$ cat src/design/pspl_pkg.sv
/*
 pspl_pkg: shared timing constants, widths and state encodings for the
 pixel serial pulse link receiver, word latch and regenerator.
 assumes a single 200 MHz system clock; threshold, output high times and frame gap are converted to cycles here.
*/
// How it works
// - bit time 1.25 us, plus or minus 300 ns
// - low for 300 us ends frame, relatch
// - word holds 24 bits, three 8-bit channels
// - order green, red, blue, msb first
// - later words regenerated and passed downstream
// - keep first 24 bits, forward the rest
// - silent primary input and a backup rising edge: switch to backup for good
package pspl_pkg;

   // clock period
   localparam int CLK_PERIOD_NS = 5;

   // link timing, figures as printed
   localparam int BIT_TIME_NS = 1250;
   localparam int BIT_TOL_NS = 300;
   localparam int ZERO_HIGH_MIN_NS = 300;
   localparam int ZERO_HIGH_MAX_NS = 450;
   localparam int ONE_HIGH_MIN_NS = 750;
   localparam int ONE_HIGH_MAX_NS = 1000;
   localparam int LOW_MIN_NS = 300;
   localparam int LOW_MAX_US = 100;
   localparam int FRAME_GAP_US = 300;

   // decision point sits midway between the two high-time windows
   localparam int THRESH_NS = (ZERO_HIGH_MAX_NS + ONE_HIGH_MIN_NS) / 2;
   localparam int THRESH_CYC = (THRESH_NS + CLK_PERIOD_NS - 1) / CLK_PERIOD_NS;

   // regenerated high times: centre of each printed window
   localparam int ZERO_OUT_NS = (ZERO_HIGH_MIN_NS + ZERO_HIGH_MAX_NS) / 2;
   localparam int ONE_OUT_NS = (ONE_HIGH_MIN_NS + ONE_HIGH_MAX_NS) / 2;
   localparam int ZERO_OUT_CYC = ZERO_OUT_NS / CLK_PERIOD_NS;
   localparam int ONE_OUT_CYC = ONE_OUT_NS / CLK_PERIOD_NS;

   // frame gap, a least time, rounded up
   localparam int FRAME_GAP_CYC = (FRAME_GAP_US * 1000 + CLK_PERIOD_NS - 1) / CLK_PERIOD_NS;

   // word layout
   localparam int WORD_BITS = 24;
   localparam int CHAN_BITS = 8;
   localparam int GREEN_LSB = 16;
   localparam int RED_LSB = 8;
   localparam int BLUE_LSB = 0;

   // counter widths
   localparam int GAP_CNT_W = 17;
   localparam int PHASE_CNT_W = 8;
   localparam int BIT_CNT_W = 5;

   // reset values
   localparam logic [CHAN_BITS-1:0] CHAN_RST = 8'h00;

   // word handling mode
   typedef enum logic [0:0]
   {
      MODE_LATCH = 1'b0,
      MODE_FWD = 1'b1
   } pspl_mode_type;

   // regenerator output state
   typedef enum logic [0:0]
   {
      OUT_IDLE = 1'b0,
      OUT_HIGH = 1'b1
   } pspl_out_type;

endpackage

$ cat src/design/pspl_bitrx.sv
/*
 pspl_bitrx: measures each pulse on the selected serial line, gives one
 decision strobe per bit at a fixed delay after the rising edge, and a
 strobe when the line has stayed low for a whole frame gap.
 assumes the line is synchronous to CLK; CE low freezes all state.
*/
`timescale 1ns/100ps
module pspl_bitrx
#(
   parameter int GAP_CYC = pspl_pkg::FRAME_GAP_CYC
)
(
   input wire logic clk,
   input wire logic rstn,
   input wire logic ce,
   input wire logic line,
   output logic bit_stb,
   output logic bit_val,
   output logic gap_stb
);

   localparam int THR = pspl_pkg::THRESH_CYC;

   logic line_prev_r; // line one cycle ago
   logic busy_r; // measuring a pulse
   logic fell_r; // line dropped before the threshold
   logic [pspl_pkg::PHASE_CNT_W-1:0] phase_r; // cycles since rising edge
   logic [pspl_pkg::GAP_CNT_W-1:0] low_r; // cycles of continuous low
   logic gap_seen_r; // gap already reported for this idle stretch
   logic rise;

   assign rise = line && !line_prev_r;

   ////////////////////////////////////////////////////////////////////////
   // edge history
   always_ff @(posedge clk or negedge rstn)
   begin
      if (!rstn)
         line_prev_r <= 1'b0;
      else if (ce)
         line_prev_r <= line;
   end

   ////////////////////////////////////////////////////////////////////////
   // pulse measurement: decide at the threshold whether the line is still high
   always_ff @(posedge clk or negedge rstn)
   begin
      if (!rstn)
      begin
         busy_r <= 1'b0;
         fell_r <= 1'b0;
         phase_r <= '0;
         bit_stb <= 1'b0;
         bit_val <= 1'b0;
      end
      else if (ce)
      begin
         bit_stb <= 1'b0;
         if (rise && !busy_r)
         begin
            // new bit: count from the edge
            busy_r <= 1'b1;
            fell_r <= 1'b0;
            phase_r <= '0;
         end
         else if (busy_r)
         begin
            if (!line)
               fell_r <= 1'b1;
            if (phase_r == pspl_pkg::PHASE_CNT_W'(THR - 2))
            begin
               // fixed delay for both kinds keeps the regenerated period intact
               busy_r <= 1'b0;
               bit_stb <= 1'b1;
               bit_val <= line && !fell_r;
            end
            else
               phase_r <= phase_r + 1'b1;
         end
      end
   end

   ////////////////////////////////////////////////////////////////////////
   // frame gap: one strobe per long low stretch
   always_ff @(posedge clk or negedge rstn)
   begin
      if (!rstn)
      begin
         low_r <= '0;
         gap_seen_r <= 1'b0;
         gap_stb <= 1'b0;
      end
      else if (ce)
      begin
         gap_stb <= 1'b0;
         if (line)
         begin
            low_r <= '0;
            gap_seen_r <= 1'b0;
         end
         else if (low_r == pspl_pkg::GAP_CNT_W'(GAP_CYC - 1) && !gap_seen_r)
         begin
            gap_stb <= 1'b1;
            gap_seen_r <= 1'b1;
         end
         else if (!gap_seen_r)
            low_r <= low_r + 1'b1;
      end
   end
endmodule

$ cat src/design/pspl_link.sv
/*
 pspl_link: one pixel of a daisy chain. keeps the first 24-bit word of each
 frame as its colour, regenerates every later bit toward the next pixel, and
 falls back to the backup input when the primary input stays silent and the backup input then shows a rising edge.
 assumes DIN and BACKUP_SERIAL_IN are synchronous to CLK; CE low freezes all.
*/
`timescale 1ns/100ps
module pspl_link
#(
   parameter int GAP_CYC = pspl_pkg::FRAME_GAP_CYC,
   parameter int LOSS_CYC = pspl_pkg::FRAME_GAP_CYC
)
(
   input wire logic CLK,
   input wire logic RSTN,
   input wire logic CE,
   input wire logic DIN,
   input wire logic BACKUP_SERIAL_IN,
   output logic DOUT,
   output logic [pspl_pkg::CHAN_BITS-1:0] GREEN,
   output logic [pspl_pkg::CHAN_BITS-1:0] RED,
   output logic [pspl_pkg::CHAN_BITS-1:0] BLUE,
   output logic WORD_VALID,
   output logic ON_BACKUP
);

   localparam int ZC = pspl_pkg::ZERO_OUT_CYC;
   localparam int OC = pspl_pkg::ONE_OUT_CYC;

   logic use_backup_r; // sticky source select
   logic line; // selected serial input
   logic bsi_prev_r; // backup input one cycle ago
   logic [pspl_pkg::GAP_CNT_W-1:0] quiet_r; // cycles since primary was high
   logic bit_stb;
   logic bit_val;
   logic gap_stb;
   logic [pspl_pkg::BIT_CNT_W-1:0] bit_cnt_r; // bits kept this frame
   pspl_pkg::pspl_mode_type mode;
   logic [pspl_pkg::WORD_BITS-1:0] shift_r; // incoming word
   pspl_pkg::pspl_out_type out_state_r;
   logic [pspl_pkg::PHASE_CNT_W-1:0] out_cnt_r; // cycles of regenerated high
   logic [pspl_pkg::PHASE_CNT_W-1:0] out_len_r; // high length for this bit
   logic primary_lost;

   // word mode follows from how many bits this frame has kept
   assign mode = (bit_cnt_r == pspl_pkg::BIT_CNT_W'(pspl_pkg::WORD_BITS))
                 ? pspl_pkg::MODE_FWD : pspl_pkg::MODE_LATCH;
   assign line = use_backup_r ? BACKUP_SERIAL_IN : DIN;
   assign primary_lost = (quiet_r == pspl_pkg::GAP_CNT_W'(LOSS_CYC));
   assign ON_BACKUP = use_backup_r;

   ////////////////////////////////////////////////////////////////////////
   // bit receiver on the selected input
   pspl_bitrx #(.GAP_CYC(GAP_CYC)) u_rx
   (
      .clk(CLK),
      .rstn(RSTN),
      .ce(CE),
      .line(line),
      .bit_stb(bit_stb),
      .bit_val(bit_val),
      .gap_stb(gap_stb)
   );

   ////////////////////////////////////////////////////////////////////////
   // primary watchdog: saturating count of cycles without a high level
   always_ff @(posedge CLK or negedge RSTN)
   begin
      if (!RSTN)
      begin
         quiet_r <= '0;
         bsi_prev_r <= 1'b0;
      end
      else if (CE)
      begin
         bsi_prev_r <= BACKUP_SERIAL_IN;
         if (DIN)
            quiet_r <= '0;
         else if (!primary_lost)
            quiet_r <= quiet_r + 1'b1;
      end
   end

   ////////////////////////////////////////////////////////////////////////
   // source select: only reset brings the primary input back
   always_ff @(posedge CLK or negedge RSTN)
   begin
      if (!RSTN)
         use_backup_r <= 1'b0;
      else if (CE)
      begin
         // backup must show activity, so a dead chain does not flip it
         if (primary_lost && BACKUP_SERIAL_IN && !bsi_prev_r)
            use_backup_r <= 1'b1;
      end
   end

   ////////////////////////////////////////////////////////////////////////
   // bit counting and word capture
   always_ff @(posedge CLK or negedge RSTN)
   begin
      if (!RSTN)
      begin
         bit_cnt_r <= '0;
         shift_r <= '0;
      end
      else if (CE)
      begin
         if (gap_stb)
            bit_cnt_r <= '0;
         else if (bit_stb && mode == pspl_pkg::MODE_LATCH)
         begin
            // msb arrives first, so shift toward the top
            shift_r <= {shift_r[pspl_pkg::WORD_BITS-2:0], bit_val};
            bit_cnt_r <= bit_cnt_r + 1'b1;
         end
      end
   end

   ////////////////////////////////////////////////////////////////////////
   // colour outputs: updated once per frame, on the last kept bit
   always_ff @(posedge CLK or negedge RSTN)
   begin
      if (!RSTN)
      begin
         GREEN <= pspl_pkg::CHAN_RST;
         RED <= pspl_pkg::CHAN_RST;
         BLUE <= pspl_pkg::CHAN_RST;
         WORD_VALID <= 1'b0;
      end
      else if (CE)
      begin
         if (bit_stb && bit_cnt_r == pspl_pkg::BIT_CNT_W'(pspl_pkg::WORD_BITS - 1))
         begin
            // green first, red second, blue last
            // shift_r still lacks the last bit, so every field sits one place low
            GREEN <= shift_r[pspl_pkg::GREEN_LSB-1 +: pspl_pkg::CHAN_BITS];
            RED <= shift_r[pspl_pkg::RED_LSB-1 +: pspl_pkg::CHAN_BITS];
            BLUE <= {shift_r[pspl_pkg::CHAN_BITS-2:0], bit_val};
            WORD_VALID <= 1'b1;
         end
      end
   end

   ////////////////////////////////////////////////////////////////////////
   // regenerator: fresh pulse with nominal high time for each forwarded bit
   always_ff @(posedge CLK or negedge RSTN)
   begin
      if (!RSTN)
      begin
         out_state_r <= pspl_pkg::OUT_IDLE;
         out_cnt_r <= '0;
         out_len_r <= '0;
         DOUT <= 1'b0;
      end
      else if (CE)
      begin
         case (out_state_r)
            pspl_pkg::OUT_IDLE:
            begin
               // same delay for every bit keeps the bit period unchanged
               if (bit_stb && mode == pspl_pkg::MODE_FWD)
               begin
                  out_state_r <= pspl_pkg::OUT_HIGH;
                  out_len_r <= bit_val ? pspl_pkg::PHASE_CNT_W'(OC) : pspl_pkg::PHASE_CNT_W'(ZC);
                  out_cnt_r <= '0;
                  DOUT <= 1'b1;
               end
            end
            pspl_pkg::OUT_HIGH:
            begin
               if (out_cnt_r == out_len_r - 1'b1)
               begin
                  // low phase lasts until the next bit decision
                  out_state_r <= pspl_pkg::OUT_IDLE;
                  DOUT <= 1'b0;
               end
               else
                  out_cnt_r <= out_cnt_r + 1'b1;
            end
            default:
            begin
               out_state_r <= pspl_pkg::OUT_IDLE;
               DOUT <= 1'b0;
            end
         endcase
      end
   end
endmodule

$ cat config.mk
export PLATFORM = sky130hd
export DESIGN_NAME = pspl_link
export DESIGN_NICKNAME = d
export VERILOG_FILES = /design/src/design/pspl_pkg.sv /design/src/design/pspl_bitrx.sv /design/src/design/pspl_link.sv
export SDC_FILE = /design/constraint.sdc
export NUM_CORES = 1
export LEC_CHECK = 0
export ABC_CLOCK_PERIOD_IN_PS = 3430
export BUFFER_PORTS_ARGS = -buffer_cell sky130_fd_sc_hd__buf_2
export CORE_UTILIZATION = 45
export DETAILED_ROUTE_END_ITERATION = 16
export SLEW_MARGIN = 0
export SYNTH_ARGS = -nofsm -noshare
export SYNTH_HDL_FRONTEND = slang
export SYNTH_SLANG_ARGS = --single-unit
$ cat constraint.sdc
create_clock -name CLK -period 3.43 [get_ports CLK]
set_clock_uncertainty 0.2 [all_clocks]
set_input_delay 0.1715 -clock CLK [delete_from_list [all_inputs] [get_ports CLK]]
set_output_delay 0.1715 -clock CLK [all_outputs]
set_load 0.005 [all_outputs]
Yosys cells after proc, flatten, opt, wreduce, memory -nomap -nowiden
Cells that the tools add are included.
Cells by class
  shifts and indexed selects: 0
  $add $sub $neg: 6
  $lt $le $gt $ge: 0
  multiplexer cells: 35
  equal/unequal tests: 14
  div/mod/pow operators: 0
  $mul: 0
  reduce and logical (&&, ||, !) cells: 30
  bitwise logic cells: 4
Operators with widths (count)
  $mux 17: 5
  $mux 8: 6
  $add 17x1->17 const B: 2
  $eq 17x16->1 const B: 2
  $reduce_and 3->1: 7
  $mux 1: 19
  $add 8x1->8 const B: 2
  $pmux 8 s2: 1
  $eq 5x5->1 const B: 2
  $mux 5: 2
  $reduce_and 2->1: 5
  $logic_and 1x1->1: 9
  $eq 8x7->1 const B: 1
  $eq 8x8->1: 1
  $ne 2x1->1 const B: 4
  $ne 2x2->1 const B: 4
  $sub 8x1->8 const B: 1
  $reduce_bool 2->1: 3
  $add 5x1->5 const B: 1
  $logic_not 1->1: 5
  $not 1->1: 4
  $pmux 1 s2: 2
  $reduce_and 4->1: 1
Storage, ports and cells
  RAM bits: 0
  memories: 0
  logic and storage cells: 111
  latch bits: 0
  memory bits (read-only): 0
  register bits: 122
  output and inout bits: 27

Depth between registers and ports, before layout
Gate-level depths: netlist of run 1.
  word-level depth: 6
  mapped depth: 8

Cells and area by module
Synthesis of run 1 repeated with hierarchy kept, for this count alone.
Unflattened totals
  cells, all modules: 504
  area total of the unflattened synthesis: 5546.6 µm²
Modules (own cells, without submodules)
  pspl_link: cells an instance 322, sequential area each 2127.0 µm², area an instance 3860.0 µm², times used 1
  pspl_bitrx: cells an instance 182, sequential area each 800.8 µm², area an instance 1686.6 µm², times used 1

Worst setup path after synthesis of run 1
No wires, ideal clock.
  path type: reg-to-reg
  start point: register bit_cnt_r[0] (netlist name)
  end point: register shift_r[10] (netlist name)
  stages on the path, launching flop included: 7
  required time: 3.105 ns
  setup time: 0.125 ns
  arrival: 1.799 ns
  setup slack: 1.307 ns
  cells stage by stage: dfrtp_1 -> inv_1 -> ha_1 -> and4b_1 -> nor3_4 -> buf_2 -> mux2_2
On the way
  word-level cells in the longest chain between the ends: 5
Ends and longest elaborated chain
  from (decl): RTL line pspl_link.sv:37  | logic [pspl_pkg::BIT_CNT_W-1:0] bit_cnt_r;
  from (signal assigned): RTL line pspl_link.sv:115  | bit_cnt_r <= bit_cnt_r + 1'b1;
  $eq 5x5->1: RTL line pspl_link.sv:46  | assign mode = (bit_cnt_r == pspl_pkg::BIT_CNT_W'(pspl_pkg::WORD_BITS))
  $mux 1: RTL line pspl_link.sv:47  | ? pspl_pkg::MODE_FWD : pspl_pkg::MODE_LATCH;
  $not 1->1: RTL line pspl_link.sv:111  | else if (bit_stb && mode == pspl_pkg::MODE_LATCH)
  $logic_and 1x1->1: RTL line pspl_link.sv:111
  $reduce_and 3->1 (no line)
  to (signal assigned): RTL line pspl_link.sv:114  | shift_r <= {shift_r[pspl_pkg::WORD_BITS-2:0], bit_val};
  to (decl): RTL line pspl_link.sv:39  | logic [pspl_pkg::WORD_BITS-1:0] shift_r;
Every way passes these cells.
A chain may end at the register's enable or synchronous reset.

Worst setup path in the final report of run 1
  start point: input DIN
  end point: register u_rx.low_r[16] (netlist name)
On the way
  word-level cells in the longest chain between the ends: 3
Ends and longest elaborated chain
  from (decl): RTL line pspl_link.sv:17  | input wire logic DIN,
  $mux 1 *: RTL line pspl_link.sv:48  | assign line = use_backup_r ? BACKUP_SERIAL_IN : DIN;
  $ne 2x1->1 (no line)
  $reduce_and 3->1 (no line)
  to (signal assigned): RTL line pspl_bitrx.sv:107  | low_r <= low_r + 1'b1;
  to (decl): RTL line pspl_bitrx.sv:28  | logic [pspl_pkg::GAP_CNT_W-1:0] low_r;
Every way passes the cells marked *; elsewhere a longest branch is shown, timed or not.

==> results of run 1 <==
## worst paths after layout
check | startpoint | end | slack, ns | cells after the start
max | DIN | u_rx.low_r[16] | 1.01 | 7
min in group asynchronous | RSTN | quiet_r[2] | 0.16 | 2
min | CE | u_rx.line_prev_r | 0.08 | 3
min reg2reg | WORD_VALID | WORD_VALID | 0.26 | 1
max reg2reg | ON_BACKUP | u_rx.low_r[16] | 1.01 | 5
max in group asynchronous | RSTN | GREEN[2] | 2.11 | 3
## through the flow
stage	utilization, %	area [µm²]	instances	hold slack [ns]
after floorplan	-	5550	505	-0.324
after global placement	48.9	5870	671	0.0758
after detailed placement	48.9	5870	671	0.0719
after CTS	54.3	6530	706	0.0715
after global routing	54.3	6530	706	0.0745
final	54.3	6530	706	0.0788
## layout by cell type, fill, tap and decap left out, types with 7 or more instances in the layout
master,netlist,final
a21oi_1,26,26
buf_2,10,30
clkbuf_16,0,17
dfrtp_1,117,117
ha_1,12,12
inv_1,19,19
mux2_2,49,49
mux2i_1,9,9
nand2_1,37,37
nand2b_1,7,7
nand3_1,16,16
nand4_1,14,14
nor2_1,29,28
nor3_1,7,7
nor4_1,9,9
o21ai_0,25,25
o31ai_1,11,11
or3_1,13,13
xnor2_1,17,17
## cells by family (layout without fill, tap and decap cells)
group | after synthesis | after routing
AOI/OAI and AO/OA | 91 | 91
muxes | 58 | 58
buffers and inverters | 35 | 89
xor gates and xnor gates | 21 | 21
and+or+nand+nor | 171 | 171
adders and majority gates | 12 | 12
DFF | 117 | 117
## critical path, cell delays in order
cell	delay (ns)
dlygate4sd3_1	0.53
buf_2	0.19
mux2i_1	0.46
nand4_1	0.27
o21ai_1	0.57
o21ai_0	0.20
a21oi_1	0.15
## routing by layer
layer  vias up  wire, µm  part of all wire, %  global-route usage, %
met5         -         0                    0                      0
li1       1931         -                    -                      -
met1      1974      5190                   49                   25.1
met4         0       123                  1.2                   7.28
met2        47      5030                   47                   28.0
met3        11       320                  3.0                   5.78
## power by group through the flow
stage               logic [µW]  clock network (µW)  registers [µW]
floorplan                  103                   0            1490
global placement           151                   0            1500
global route               186                1960            1490
finish                     157                1860            1480
CTS                        161                1900            1480
detailed placement         158                   0            1500
## sequential cells by signal, summed over array words and instances (netlist names), 3 cells and up
name	flops
BLUE	8
GREEN	8
RED	8
bit_cnt_r	5
out_cnt_r	8
out_len_r	3
quiet_r	17
shift_r	23
u_rx.low_r	17
u_rx.phase_r	8
## area by class of cell
type,instances,share of cell area [%]
flip-flops and latches,117,44.9
multi-input cells,353,38.1
clock buffers,18,6.73
repair buffers,38,3.53
clock inverters,14,2.88
well taps,147,2.82
inverters,19,1.09
## timing repair
action / CTS / global route
hold endpoints to repair: 57 / 0
endpoints found under the setup margin: 0 / 0
gates resized for setup: 0 / 0
hold buffers: 3 / 0
==> run_results.csv, run 1 <==
group,metric,value,unit
floorplan,core,12000,µm²
drt,num_vias,3963,
cts,cts-buffers-inserted,17,
sta,fmax,413,MHz
synth,synth_mux_area_share,11.6,%
sta,finalHoldViolCount,0,
floorplan,die_w,113,µm
sta,tightest_slew,0.731,ns
floorplan,die_area,12800,µm²
layout,drive_above_1_share,22.2,%
power_and_ir_drop,switchingPower,827,µW
grt,grt_first_pass_wirelength,18600,µm
synth,syn_nets,522,
grt,track_usage,18.6,%
sta,max-slew-margin-rel,50.9,%
power_and_ir_drop,p_clk_share,53.2,%
layout,multi_input_comb_area,2480,µm²
drt,vias_per_cell,5.61,
sta,period_share,70.6,%
worst_setup_path,worstSetupPathType,"input port to flip-flop",
outcome,status,"finished clean",
synth,synthSimpleGateAreaFrac,17.1,%
synth,synth_top_family_by_area,"simple AND/OR/NAND/NOR gates",
drt,wl,10700,µm
sta,rsz0062_at_grt,"no",
synth,synth_top_cells_by_count,"dfrtp_1, mux2_2, nand2_1, nor2_1, a21oi_1",
worst_setup_path,setup.worst_path.end_class,"flip-flop",
grt,grt_max_degree,64,
synth,syn_inst,505,
cts,cts.sinks,117,
cts,cts_tree,"built",
synth,yosys.area.top_type_share,52.7,%
drt,firstDrtPassIters,4,
placement,gp_congestion,0.758,
power_and_ir_drop,p_per_area,536,nW/µm²
cts,cts_root_buf,"clkbuf_16",
drt,post_drt_wl_per_cell,15.1,µm
drt,ant_nets,0,
worst_setup_path,crit_fanout,12,
flow_run,maxCapViolations,0,
grt,antenna_found_initial,0,
placement,io_buffers,31,
cts,postCtsSetupRepairBufs,0,
power_and_ir_drop,internal-power,2670,µW
power_and_ir_drop,vdd_drop_max,0.000427,V
synth,synthFlopType,"dfrtp_1",
grt,grt_pass1_vias,3892,
power_and_ir_drop,p_sw_share,23.7,%
sta,drv_slew,0,
synth,syn_area_per_cell,11.0,µm²
floorplan,io_pins,32,
worst_setup_path,cp.required,3.57,ns
power_and_ir_drop,comb_power_share,4.5,%
synth,ys_seq_area_share,52.7,%
layout,nets,563,
worst_setup_path,arrival,2.56,ns
sta,setup_tns,0,ns
layout,nFillCells,1045,
synth,synth_compound_area_share,10.0,%
floorplan,fp-row-count,40,
grt,overflow,0,
placement,place_ws,0.987,ns
synth,ys_types,51,
synth,yosys-top-cells-area,"dfrtp_1, mux2_2, ha_1, xnor2_1, nand2_1",
synth,synth_xor_xnor_area_share,3.31,%
layout,syn_to_final_growth,17.5,%
synth,synth_largest_area_cell,"dfrtp_1",
synth,netlist_area,5550,µm²
drt,drc,0,
power_and_ir_drop,power_frac_seq,42.3,%
synth,synth_seq_cells,117,
synth,synth-edff-count,0,
drt,drt_iter0_drc,220,
sta,setup_slack,1.01,ns
power_and_ir_drop,leakage,0.00301,µW
cts,clk_latency,0.41,ns
synth,synth_fa_ha_area_share,2.70,%
sta,fin_crit,2.42,ns
hold_path,hp-class,"input port to flip-flop",
worst_setup_path,worstSetupStartpointType,"input port",
synth,async_reset_ff_share,100,%
floorplan,start_util,46.2,%
placement,hpwl,7110,µm
floorplan,die_h,113,µm
synth,synth.most_common_cell,"dfrtp_1",
power_and_ir_drop,finalPower,3490,µW
synth,yosysWarnings,0,
cts,cts.reportedPaths.clkPinSlew,0.06,ns
cts,clockBufferDepth,2,
cts,htreeDepth,4,
layout,antenna_cells,0,
layout,regArea,2930,µm²
sta,setup_viol,0,
(Power assumes the default switching activity.)
==> run 2: changes to the inputs <==
--- a/config.mk
+++ b/config.mk
@@ -5,7 +5,7 @@
 export SDC_FILE = /design/constraint.sdc
 export NUM_CORES = 1
 export LEC_CHECK = 0
-export ABC_CLOCK_PERIOD_IN_PS = 3430
+export ABC_CLOCK_PERIOD_IN_PS = 2400
 export BUFFER_PORTS_ARGS = -buffer_cell sky130_fd_sc_hd__buf_2
 export CORE_UTILIZATION = 45
 export DETAILED_ROUTE_END_ITERATION = 16
==> constraint.sdc (replaced) <==
create_clock -name CLK -period 2.4 [get_ports CLK]
set_clock_uncertainty 0.2 [all_clocks]
set_input_delay 0.12 -clock CLK [delete_from_list [all_inputs] [get_ports CLK]]
set_output_delay 0.12 -clock CLK [all_outputs]
set_load 0.005 [all_outputs]
==> run 2 against run 1 <==
- sequential cell count unchanged
- worst hold slack gained 0.034 ns
- global-route usage is 0.29 points higher
- first-iteration DRC count grew 9.1%
- count of clock-buffer cells in the layout grew 1
- setup slack worse by 0.83 ns
- sequential share of layout area fell by 0.43 points
- design area up 0.98%
- power up 36%
- largest cell class unchanged
==> run_results.csv, run 2 (synthesis results as in run 1) <==
group,metric,value,unit
outcome,status,"finished clean",
grt,track_usage,18.9,%
worst_setup_path,arrival,2.36,ns
sta,whs,0.112,ns
flow_run,maxCapViolations,0,
cts,cts-buffers-inserted,17,
layout,nets,574,
placement,gp_congestion,0.819,
layout,regArea,2930,µm²
sta,drv_slew,0,
drt,firstDrtPassIters,4,
placement,placed_cell_area,5950,µm²
drt,vias_per_cell,5.55,
layout,final_area,6590,µm²
cts,cts_tree,"built",
worst_setup_path,worstSetupStartpointType,"flip-flop",
sta,fin_crit,2.22,ns
sta,tightest_slew,0.652,ns
cts,cts_root_buf,"clkbuf_16",
sta,period_share,92.4,%
sta,finalHoldViolCount,0,
cts,clockBufferDepth,2,
sta,setup_viol,0,
drt,post_drt_wl_per_cell,15.2,µm
grt,grt_pass1_vias,3948,
drt,drc,0,
cts,clk_latency,0.42,ns
layout,drive_above_1_share,23.7,%
worst_setup_path,crit_fanout,5,
sta,fmax,451,MHz
worst_setup_path,worstSetupPathType,"flip-flop to flip-flop",
layout,layout_commonest_cell,"dfrtp_1",
grt,grt_first_pass_wirelength,18900,µm
layout,multi_input_comb_area,2500,µm²
drt,ant_nets,0,
layout,antenna_cells,0,
grt,overflow,0,
drt,drt_iter0_drc,240,
layout,top_register,"shift_r",
layout,nFillCells,1054,
drt,num_vias,3978,
floorplan,fp-row-count,40,
floorplan,die_w,113,µm
cts,htreeDepth,4,
power_and_ir_drop,leakage,0.00303,µW
layout,largest_register_ffs,23,
sta,max-slew-margin-rel,56.6,%
power_and_ir_drop,vdd_drop_max,0.000418,V
hold_path,hp-class,"input port to async pin",
grt,antenna_found_initial,0,
floorplan,core,12000,µm²
layout,syn_to_final_growth,18.6,%
grt,grt_max_degree,118,
cts,cts.reportedPaths.clkPinSlew,0.06,ns
layout,mostFrequentLayoutCells,"dfrtp_1, mux2_2, nand2_1, buf_2, nor2_1",
placement,hpwl,7020,µm
placement,io_buffers,31,
worst_setup_path,setup.worst_path.end_class,"flip-flop",
floorplan,die_h,113,µm
drt,wl,10900,µm
floorplan,start_util,46.2,%
layout,reg_top3,"shift_r: 23 flops, quiet_r: 17 flops, u_rx.low_r: 17 flops",
power_and_ir_drop,finalPower,4750,µW
worst_setup_path,cp.required,2.54,ns
cts,cts.sinks,117,
floorplan,die_area,12800,µm²
power_and_ir_drop,p_per_area,721,nW/µm²
floorplan,io_pins,32,
worst_setup_path,reg2reg_slack,0.18,ns
==> run 2: changes by cell type in the layout (fill, tap and decap cells not counted), sizes merged <==
cell,change
buf,+10
inv,-4
clkinvlp,+3
bufinv,-2
clkinv,+2
clkbuf,+1
dlygate4sd3,+1
==> run 2: cell type report <==
type / instances / share of cell area (%)
inverter: 19 / 1.08
timing repair buffer: 49 / 5.17
tap: 147 / 2.79
multi-input combinational: 353 / 37.9
sequential: 117 / 44.4
clock buffer: 19 / 6.72
clock inverter: 13 / 1.92
==> run 2: critical path, stage by stage (launching register included) <==
cell and delay (ns):
dfrtp_1 0.40, inv_1 0.13, ha_1 0.32, xnor2_1 0.14, nor4_2 0.19, nand4_1 0.21
buf_4 0.19, o21ai_1 0.17, mux2i_1 0.19
==> run 2: path summary, 6_finish.rpt <==
path	from	to	cells after the start
setup / recovery	out_len_r[3]	out_cnt_r[0]	8
hold / removal	RSTN	quiet_r[5]	3
hold reg to reg	WORD_VALID	WORD_VALID	1
setup reg to reg	out_len_r[3]	out_cnt_r[0]	8
min in group CLK	WORD_VALID	WORD_VALID	1
max in group asynchronous	RSTN	u_rx.phase_r[6]	3
==> run 2: stage by stage <==
stage	worst slack, ns	setup TNS, ns	instances	util [%]
after floorplan	0.277	0	505	-
after global placement	0.169	0	679	49.6
after detailed placement	0.0880	0	679	49.6
after CTS	0.0512	0	715	54.6
after global routing	-0.0162	-0.0202	717	54.9
final	0.182	0	717	54.9
==> run 2: power by group <==
part | switching, µW | internal (µW) | leakage, µW
sequential | 73.4 | 2040 | 0.00159
combinational | 140 | 91.3 | 0.00117
clock | 948 | 1460 | 0.000266
total | 1160 | 3590 | 0.00303
==> run 2: timing repair <==
action / in CTS / in global routing
resized for setup: 0 / 2
endpoints found under the setup margin: 0 / 10
hold endpoints to repair: 128 / 0
hold buffers: 4 / 0
setup buffers: 0 / 2
==> run 2: metal layers <==
layer | global-route usage (%) | vias up | share of wire, %
li1 | - | 1947 | -
met1 | 24.8 | 1944 | 48
met2 | 29.3 | 61 | 47
met3 | 4.45 | 26 | 2.8
met4 | 9.65 | 0 | 2.6
met5 | 0 | - | 0
==> run 3: changes to the inputs <==
--- a/config.mk
+++ b/config.mk
@@ -7,8 +7,11 @@
 export LEC_CHECK = 0
 export ABC_CLOCK_PERIOD_IN_PS = 2400
 export BUFFER_PORTS_ARGS = -buffer_cell sky130_fd_sc_hd__buf_2
-export CORE_UTILIZATION = 45
+export CELL_PAD_IN_SITES_DETAIL_PLACEMENT = 0
+export CELL_PAD_IN_SITES_GLOBAL_PLACEMENT = 2
+export CORE_UTILIZATION = 41
 export DETAILED_ROUTE_END_ITERATION = 16
+export PLACE_DENSITY_LB_ADDON = 0.1
 export SLEW_MARGIN = 0
 export SYNTH_ARGS = -nofsm -noshare
 export SYNTH_HDL_FRONTEND = slang
==> run 3 against run 2 <==
- utilization shrank 5.0 points
- sequential share of layout area decreased by 0.10 points
- count of clock-buffer cells in the layout shrank 2
- die area increased by 9.6%
- first-iteration DRC count fell by 29%
- non-clock buffer count up 4
- worst hold slack worse by 0.067 ns
- wire length is 1.6% higher
- sequential cell count stayed put
- combinational power grew 3%
- via count down 0.10%
- global-route usage down 1.5 points
==> run_results.csv, run 3 (synthesis results as in run 1) <==
group,metric,value,unit
drt,drt_iter0_drc,170,
worst_setup_path,cp_slowest_cell,"dfrtp_1",
sta,period_share,93.3,%
flow_run,maxCapViolations,0,
floorplan,die_area,14000,µm²
cts,cts.reportedPaths.clkPinSlew,0.06,ns
placement,placed_cell_area,5990,µm²
drt,vias_per_cell,5.30,
sta,max-slew-margin-rel,63.0,%
drt,post_drt_wl_per_cell,14.8,µm
power_and_ir_drop,p_per_area,708,nW/µm²
layout,syn_to_final_growth,18.9,%
hold_path,hp-class,"input port to async pin",
floorplan,core,13200,µm²
sta,finalHoldViolCount,0,
placement,io_buffers,31,
floorplan,start_util,41.9,%
sta,setup_viol,0,
sta,rsz0062_at_grt,"no",
layout,reg_top3,"shift_r: 23 flops, quiet_r: 17 flops, u_rx.low_r: 17 flops",
grt,antenna_found_initial,0,
cts,clockBufferDepth,2,
cts,clk_latency,0.42,ns
floorplan,io_pins,32,
grt,grt_max_degree,50,
worst_setup_path,r2r-end,"out_cnt_r[2]",
cts,htreeDepth,4,
layout,nets,578,
grt,grt_pass1_vias,3939,
worst_setup_path,crit_path_max_incr_delay,0.39,ns
layout,final_area,6600,µm²
outcome,status,"finished clean",
cts,cts_root_buf,"clkbuf_16",
worst_setup_path,reg2reg_slack,0.16,ns
drt,drc,0,
floorplan,die_w,118,µm
grt,grt_first_pass_wirelength,19300,µm
power_and_ir_drop,leakage,0.00304,µW
placement,hpwl,7530,µm
placement,place_ws,0.0985,ns
cts,cts.sinks,117,
worst_setup_path,worstReg2RegStart,"out_len_r[3]",
floorplan,die_h,118,µm
drt,num_vias,3974,
layout,antenna_cells,0,
worst_setup_path,crit_fanout,5,
worst_setup_path,worstSetupStartpointType,"flip-flop",
sta,tightest_slew,0.555,ns
layout,layout_commonest_cell,"dfrtp_1",
sta,setup_tns,0,ns
worst_setup_path,arrival,2.38,ns
worst_setup_path,cp_cell_sequence,"inv_1, ha_1, xnor2_1, nor4_2, nand4_1, o211ai_1, mux2i_1",
grt,overflow,0,
grt,track_usage,17.4,%
cts,cts-buffers-inserted,17,
worst_setup_path,setup.worst_path.end_class,"flip-flop",
worst_setup_path,worstSetupPathType,"flip-flop to flip-flop",
cts,cts_tree,"built",
layout,largest_register_ffs,23,
drt,firstDrtPassIters,4,
floorplan,fp-row-count,42,
layout,mostFrequentLayoutCells,"dfrtp_1, mux2_2, nand2_1, buf_2, nor2_1",
layout,top_register,"shift_r",
drt,ant_nets,0,
power_and_ir_drop,vdd_drop_max,0.000456,V
layout,drive_above_1_share,24.2,%
worst_setup_path,rr_worst_depth,7,
sta,fmax,446,MHz
placement,gp_congestion,0.754,
worst_setup_path,cp.required,2.54,ns
drt,wl,11100,µm
sta,drv_slew,0,
sta,setup_slack,0.160,ns
sta,fin_crit,2.24,ns
## run 3: per-layer routing
layer  vias to the layer above  share of wire (%)  GRT usage, %
met4                         0                1.6          7.59
li1                       1959                  -             -
met2                        50                 47          26.8
met1                      1950                 48          23.0
met5                         -                  0             0
met3                        15                2.8          4.68
## run 3: how the worst max path moves through the flow
stage | start | depth (start not counted) | endpoint | slack (ns)
2_1_floorplan | bit_cnt_r[0] | 6 | shift_r[10] | 0.28
3_3_place_gp | out_len_r[3] | 7 | out_cnt_r[4] | 0.15
3_5_place_dp | out_len_r[3] | 7 | out_cnt_r[2] | 0.1
4_1_cts | out_len_r[3] | 7 | out_cnt_r[2] | 0.07
5_1_grt | quiet_r[0] | 8 | quiet_r[6] | 0.02
6_report | out_len_r[3] | 7 | out_cnt_r[2] | 0.16
## run 3: power by group
| part | total, µW | internal, µW | switching (µW) | leakage [µW] |
|---|---|---|---|---|
| Combinational | 238 | 94.7 | 143 | 0.00119 |
| Sequential | 2110 | 2040 | 72.6 | 0.00159 |
| Clock | 2330 | 1340 | 989 | 0.000263 |
## run 3: repair_timing
item,CTS,global route
endpoints found under the setup margin,0,5
buffers inserted,0,2
hold buffers,4,0
hold endpoints to repair,125,0
resized for setup,0,1
## run 3: layout make-up
| class | count | area [µm²] |
|---|---|---|
| fillers | 1254 | 6640 |
| repair buffers | 53 | 345 |
| multi-input cells | 353 | 2490 |
| clock inverters | 15 | 123 |
| inverters | 19 | 71.3 |
| flip-flops and latches | 117 | 2930 |
| well taps | 176 | 220 |
| clock buffers | 17 | 425 |
## run 3: per-stage QoR
stage / hold WS [ns] / total power [µW] / util (%) / cells
finish: 0.0451 / 4680 / 49.9 / 750
global route: 0.107 / 4880 / 49.9 / 750
CTS: 0.0843 / 4750 / 49.7 / 748
detailed placement: -0.0474 / 2380 / 45.3 / 712
global placement: -0.0546 / 2370 / 45.3 / 712
floorplan: -0.376 / 2270 / - / 505
## run 3: critical path, delay by kind of cell (launching register included)
family                   cells  cell delay (ns)
buffers and inverters        1             0.15
XOR/XNOR                     1             0.14
multiplexers                 1             0.20
adder cells (fa/ha/maj)      1             0.26
AND/OR/NAND/NOR              2             0.55
flip-flops                   1             0.39
AO/OA/AOI/OAI                1             0.27
